[config.mk]
export PLATFORM = sky130hd
export DESIGN_NAME = gpff_top
export DESIGN_NICKNAME = d
export VERILOG_FILES = /design/src/verilog/gpff_pkg.sv /design/src/verilog/gpff_top.sv
export SDC_FILE = /design/constraint.sdc
export NUM_CORES = 1
export LEC_CHECK = 0
export ABC_AREA = 1
export BUFFER_PORTS_ARGS = -buffer_cell sky130_fd_sc_hd__buf_2
export CORE_UTILIZATION = 45
export CTS_CLUSTER_SIZE = 8
export DETAILED_ROUTE_END_ITERATION = 6
export GPL_TIMING_DRIVEN = 0
export PLACE_DENSITY = 0.63
export SLEW_MARGIN = 15
export SYNTH_ARGS = -nofsm -noshare
export SYNTH_HDL_FRONTEND = slang
export SYNTH_SLANG_ARGS = --single-unit
[constraint.sdc]
create_clock -name sys_clk -period 1.2 [get_ports sys_clk]
set_clock_uncertainty 0.2 [all_clocks]
set_input_delay 0.06 -clock sys_clk [delete_from_list [all_inputs] [get_ports sys_clk]]
set_output_delay 0.06 -clock sys_clk [all_outputs]
set_load 0.03 [all_outputs]
[src/verilog/gpff_pkg.sv]
// Shared types and constants for the general-purpose flip-flop block
package gpff_pkg;

    // Pin inputs from the surrounding logic, grouped as one vector
    typedef struct packed {
        logic rs_set_n;    // Unclocked latch set, active low
        logic rs_reset_n;  // Unclocked latch reset, active low
        logic cl_set;      // Clocked latch set, active high
        logic cl_reset;    // Clocked latch reset, active high
        logic cl_clk;      // Clocked latch enable pulse
        logic d_data;      // Data flip-flop input
        logic d_clk;       // Data flip-flop clock
        logic d_set_n;     // Data flip-flop direct set, active low
        logic d_reset_n;   // Data flip-flop direct reset, active low
        logic jk_j;        // J input
        logic jk_k;        // K input
        logic jk_clk;      // J-K clock, idle low
        logic jk_set_n;    // J-K direct set, active low
        logic jk_reset_n;  // J-K direct reset, active low
    } gpff_pins_t;

    // Stored state of all four elements, seen as the one outputs
    typedef struct packed {
        logic rs_one;      // Unclocked latch one output
        logic cl_one;      // Clocked latch one output
        logic d_one;       // Data flip-flop one output
        logic jk_one;      // J-K slave, one output
    } gpff_state_t;

    localparam int          GPFF_NPINS     = $bits(gpff_pins_t);
    // Idle pin levels: active-low inputs high, everything else low
    localparam gpff_pins_t  GPFF_PINS_IDLE = 14'h3063;
    localparam gpff_state_t GPFF_STATE_RST = 4'h0;
    localparam logic        GPFF_BIT_RST   = 1'b0;

endpackage

[src/verilog/gpff_top.sv]
// General-purpose latches and flip-flops sampled by the system clock
// Function
// - Unclocked latch, both inputs low: the input released last sets final state.
// - Clocked latch holds while its clock is low; set/reset only during pulse.
// - Data flip-flop loads its data input on the clock's rising edge.
// - Data input ignored after the rising edge until the clock falls.
// - Internal set is data, internal reset its inverse; never both active.
// - Data flip-flop has direct set and reset that act regardless of clock.
// - Direct set and reset are active low, acting for as long as the pin is held low.
// - J-K master loads from J and K as clock rises; slave unchanged while high.
// - J-K master copies into slave and outputs on the clock's falling edge.
// - Neither J nor K: J-K output keeps its previous state.
// - Both J and K: J-K output inverts at the falling edge.
// - Only J gives one, only K gives zero, at the falling edge.
// - While clock is high the slave steering blocks the master path; only direct set and reset reach the slave.
module gpff_top
    import gpff_pkg::*;
(
    input  wire logic        sys_clk,  // System clock, 10 MHz
    input  wire logic        srst,     // Synchronous reset, active high
    input  wire gpff_pins_t  pins,     // Asynchronous pin inputs
    output gpff_state_t      one_o,    // One outputs of all elements
    output gpff_state_t      zero_o    // Zero outputs of all elements
);

    gpff_pins_t  sync1_q;    // First synchroniser stage
    gpff_pins_t  sync2_q;    // Second stage
    gpff_pins_t  sync3_q;    // Third stage
    gpff_pins_t  filt_q;     // Accepted pin levels
    gpff_pins_t  prev_q;     // Accepted levels one cycle earlier
    logic        rs_q;       // Unclocked latch state
    logic        rs_both_q;  // Both unclocked inputs held low
    logic        cl_q;       // Clocked latch state
    logic        d_q;        // Data flip-flop state
    logic        master_q;   // J-K master stage
    logic        slave_q;    // J-K slave stage
    logic        d_rise;
    logic        jk_rise;
    logic        jk_fall;
    logic        d_int_set;
    logic        d_int_reset;
    logic        jk_direct;
    logic        master_d;

    // Three-stage chain; a level is accepted only once stages two and three agree
    always_ff @(posedge sys_clk) begin
        if (srst) begin
            sync1_q <= GPFF_PINS_IDLE;
            sync2_q <= GPFF_PINS_IDLE;
            sync3_q <= GPFF_PINS_IDLE;
        end else begin
            sync1_q <= pins;
            sync2_q <= sync1_q;
            sync3_q <= sync2_q;
        end
    end

    genvar gi;
    generate
        for (gi = 0; gi < GPFF_NPINS; gi++) begin : g_filt
            // Per-bit agreement filter
            always_ff @(posedge sys_clk) begin
                if (srst) begin
                    filt_q[gi] <= GPFF_PINS_IDLE[gi];
                end else if (sync2_q[gi] == sync3_q[gi]) begin
                    filt_q[gi] <= sync3_q[gi];
                end
            end
        end
    endgenerate

    // Edge history of accepted levels
    always_ff @(posedge sys_clk) begin
        if (srst) begin
            prev_q <= GPFF_PINS_IDLE;
        end else begin
            prev_q <= filt_q;
        end
    end

    // Sampled transitions replace the real clock edges
    assign d_rise  = filt_q.d_clk && !prev_q.d_clk;
    assign jk_rise = filt_q.jk_clk && !prev_q.jk_clk;
    assign jk_fall = !filt_q.jk_clk && prev_q.jk_clk;

    // Unclocked latch; the input still low after the other is released wins
    always_ff @(posedge sys_clk) begin
        if (srst) begin
            rs_q      <= GPFF_BIT_RST;
            rs_both_q <= GPFF_BIT_RST;
        end else begin
            rs_both_q <= !filt_q.rs_set_n && !filt_q.rs_reset_n;
            if (!filt_q.rs_set_n && filt_q.rs_reset_n) begin
                rs_q <= 1'b1;
            end else if (filt_q.rs_set_n && !filt_q.rs_reset_n) begin
                rs_q <= 1'b0;
            end
        end
    end

    // Clocked latch; both high is the driver's fault, so the state simply holds
    always_ff @(posedge sys_clk) begin
        if (srst) begin
            cl_q <= GPFF_BIT_RST;
        end else if (filt_q.cl_clk) begin
            if (filt_q.cl_set && !filt_q.cl_reset) begin
                cl_q <= 1'b1;
            end else if (filt_q.cl_reset && !filt_q.cl_set) begin
                cl_q <= 1'b0;
            end
        end
    end

    // Set path from data, reset path from its inverse
    assign d_int_set   = filt_q.d_data;
    assign d_int_reset = !filt_q.d_data;

    // Data flip-flop; direct inputs override the clock, set taking priority
    always_ff @(posedge sys_clk) begin
        if (srst) begin
            d_q <= GPFF_BIT_RST;
        end else if (!filt_q.d_set_n) begin
            d_q <= 1'b1;
        end else if (!filt_q.d_reset_n) begin
            d_q <= 1'b0;
        end else if (d_rise) begin  // Only sampled at the edge, so data is locked out
            if (d_int_set) begin
                d_q <= 1'b1;
            end else if (d_int_reset) begin
                d_q <= 1'b0;
            end
        end
    end

    assign jk_direct = !filt_q.jk_set_n || !filt_q.jk_reset_n;

    // Master steering from J, K and the present slave state
    always_comb begin
        master_d = master_q;
        unique case ({filt_q.jk_j, filt_q.jk_k})
            2'b00: master_d = slave_q;
            2'b10: master_d = 1'b1;
            2'b01: master_d = 1'b0;
            2'b11: master_d = !slave_q;
        endcase
    end

    // J-K master-slave; a direct input forces both stages so they stay consistent
    always_ff @(posedge sys_clk) begin
        if (srst) begin
            master_q <= GPFF_BIT_RST;
            slave_q  <= GPFF_BIT_RST;
        end else if (!filt_q.jk_set_n) begin
            master_q <= 1'b1;
            slave_q  <= 1'b1;
        end else if (!filt_q.jk_reset_n) begin
            master_q <= 1'b0;
            slave_q  <= 1'b0;
        end else if (jk_rise) begin
            master_q <= master_d;  // Slave left alone while high
        end else if (jk_fall) begin
            slave_q <= master_q;
        end
    end

    // Both unclocked outputs read high while both inputs are held low
    assign one_o  = '{rs_one: rs_q || rs_both_q, cl_one: cl_q, d_one: d_q, jk_one: slave_q};
    assign zero_o = '{rs_one: !rs_q || rs_both_q, cl_one: !cl_q, d_one: !d_q, jk_one: !slave_q};
endmodule

==> implementation parameters <==
Parameter                              Value

Logic synthesis
  Portion of synthesized cell area occupied by the leading cell type ... 60.3%
  Share of synthesized area occupied by flip-flops and latches ... 60.3%
  Area of the mapped netlist ... 0.00212 mm2
  Cell variety after synth ... 20
  Mean instance size in the synthesized netlist ... 9.04 um2
  Syn_nets ... 254
  Post-synthesis sequential element count ... 64
  Dominant cell type by area after synthesis ... sky130_fd_sc_hd__dfxtp_1
  Most area-consuming cells after synthesis ... sky130_fd_sc_hd__dfxtp_1 (60%), sky130_fd_sc_hd__inv_1 (7.8%), sky130_fd_sc_hd__nor2_1 (6.5%)
  Synth warnings ... 0
  Syn Inst Count ... 235

Place
  Placed wire-length estimate ... 2020 um
  Instance area after placement ... 0.00230 mm2
  Number of port buffers ... 22
  Dpl ws ... -0.0315 ns
  Weighted congestion reported at the end of routability-driven placement ... 0.662

Routing
  Pre-antenna DRT Iters ... 6
  Wirelength, routed ... 3280 um
  Starting DRT DRC Count ... 80
  Number of nets with antenna violations after routing ... 0
  # DRC ... 6
  Number of vias per cell after detailed routing ... 4.34
  Average wire length per cell after detail routing ... 9.56 um
  Total vias in the final route ... 1490

Worst hold path
  Type of the tightest min-delay check ... flop to flop

STA
  Number of endpoints with negative hold slack in the final report ... 0
  Number of endpoints failing setup at the final stage ... 1
  RSZ-0062 raised after global routing ... true
  Worst hold margin ... 0.199 ns
  Fmax achieved ... 781 MHz
  Final slew viol count ... 0
  Minimum setup slack in the final design ... -0.0809 ns
  Crit path time final ... 1.28 ns
  Worst max-slew margin expressed relative to the limit ... 88.8%
  Portion of the clock cycle consumed by the worst path in the final layout ... 107%
  Worst Tran Pin Value ... 0.166 ns

Clock tree
  Worst-case clock buffer depth ... 2
  Number of clock sinks seen by CTS ... 64
  Skew-Pair Late Insertion Delay ... 0.33 ns
  Clock-pin transition on the worst setup and hold timing paths ... 0.06 ns
  CTS tree ... yes
  Cell at the root of the clock tree ... sky130_fd_sc_hd__clkbuf_8
  H-Tree Depth ... 3
  Clock buffers created by TritonCTS ... 9

Die
  Number of rows created at floorplan ... 24
  Core area ... 0.00444 mm2
  Starting utilization of the core area ... 47.8%
  Die span in x ... 70.7 um
  I/O pin count ... 24
  Die Outline Area ... 0.00500 mm2
  Die height ... 70.7 um

Setup path
  Slack of the worst reg-to-reg path ... 0.04 ns
  Kind of start point of the critical path ... flop
  Startpoint-to-endpoint class of the critical path ... flop to output pin
  CP arrival ... 1.02 ns
  Critical Path End Type ... output pin
  CP Data Required Time ... 0.94 ns
  Max Fanout on Critical Path ... 2

Global route
  Largest net degree at the start of global routing ... 11
  Leftover overflow at the end of global routing ... 0
  Via count of the first global-routing pass ... 1319
  Number of antenna violations at the first check in global routing ... 0
  Combined global-route utilization of all metal layers ... 14.8%
  Global-route wire length before repair ... 5550 um

Pwr
  Power per Cell Area ... 1460 mW/mm2
  Worst ir drop on vdd ... 941 uV
  Total power ... 4.04 mW
  Standby leakage power ... 1.21 nW

Cells and area
  Nets ... 305
  Share of layout cells above drive strength 1 ... 24.7%
  Number of inserted diodes ... 0
  Final design utilization ... 62.0%
  Post-route cell area ... 0.00276 mm2
  P&R area growth vs syn ... 29.7%

Job
  Maximum Capacitance Violations ... 0

Run status
  Failing checks ... design-rule violations, negative setup slack
  Outcome ... finished with violations
critical path, cell delays in order (launching register included):
cell                      delay [ns]
sky130_fd_sc_hd__dfxtp_2        0.32
sky130_fd_sc_hd__or2_4          0.24
sky130_fd_sc_hd__buf_6          0.14
through the flow:
| stage | TNS [ns] | cells |
|---|---|---|
| finish | -0.0809 | 343 |
| floorplan | 0 | 235 |
| CTS | -0.108 | 342 |
| detailed placement | -0.0619 | 309 |
| global route | -0.194 | 343 |
| global placement | -0.0314 | 309 |
metal layers:
metal	wire, um	part of all wire [%]	vias up	GRT usage [%]
li1	-	-	805	-
met1	1510	46	652	16.8
met2	1550	47	27	23.3
met3	168	5.1	6	8.12
met4	48	1.5	0	6.00
met5	0	0	-	0
cell type report:
cell class              instances  area [um2]
flip-flops and latches         64        1290
plain buffers                   9        93.8
fillers                       373        1690
inverters                      45         170
repair buffers                 40         323
multi-input cells             117         628
clock buffers                  13         169
clock inverters                 3        15.0
well taps                      52        65.1
worst paths after layout:
check | startpoint | end | cells past startpoint
max | rs_both_q | one_o[3] | 2
min reg2reg | sync1_q[8] | sync2_q[8] | 2
max reg2reg | filt_q[10] | cl_q | 6
min | sync1_q[8] | sync2_q[8] | 2
sequential cells by signal (all words and copies together) (netlist names):
register / flops
sync1_q: 14
sync2_q: 14
sync3_q: 14
filt_q: 13
prev_q: 2
cl_q: 1
d_int_set: 1
d_q: 1
master_q: 1
rs_both_q: 1
rs_q: 1
slave_q: 1
Yosys cell counts (all sizes together):
library cell  instances
nand4                 1
nor2                 38
ha                    3
buf                   9
a211oi                2
nand3b                1
inv                  45
nand2                21
or2                  19
o21ai                13
o22ai                 1
a21oi                16
nand3                 2
dfxtp                64
report_power, final:
part | total [mW] | internal (mW) | leakage [nW] | switching (mW)
logic | 0.183 | 0.101 | 0.582 | 0.0814
registers | 2.20 | 2.18 | 0.527 | 0.0209
clock network | 1.65 | 0.908 | 0.0992 | 0.741
total | 4.04 | 3.19 | 1.21 | 0.843
logic make-up (layout without fill, tap and decap cells):
logic type,Yosys count,after routing,share of synthesized area (%)
simple gates,82,82,17.4
flops,64,64,60.3
buf+inv,54,110,12.2
compound gates,32,32,8.36
fa+ha+maj,3,3,1.77
cell usage in the layout (no fill, tap or decap), types with 6 or more instances in the layout:
cell type,synthesis,layout
sky130_fd_sc_hd__a21oi_1,16,15
sky130_fd_sc_hd__buf_2,0,15
sky130_fd_sc_hd__buf_4,3,6
sky130_fd_sc_hd__buf_6,6,13
sky130_fd_sc_hd__clkbuf_8,0,12
sky130_fd_sc_hd__dfxtp_1,64,56
sky130_fd_sc_hd__dfxtp_2,0,8
sky130_fd_sc_hd__dlygate4sd3_1,0,15
sky130_fd_sc_hd__inv_1,44,42
sky130_fd_sc_hd__nand2_1,20,18
sky130_fd_sc_hd__nor2_1,37,37
sky130_fd_sc_hd__o21ai_0,13,10
sky130_fd_sc_hd__or2_1,18,18
what timing repair did:
item / 4_1_cts / 5_1_grt
gates cloned: 0 / 0
gates resized for setup: 18 / 19
pin swaps: 4 / 1
setup buffers: 2 / 1
setup endpoints to repair: 7 / 10
hold buffers: 15 / 0
endpoints found under the hold margin: 52 / 0
No activity file was read; power rests on OpenSTA's default activity.
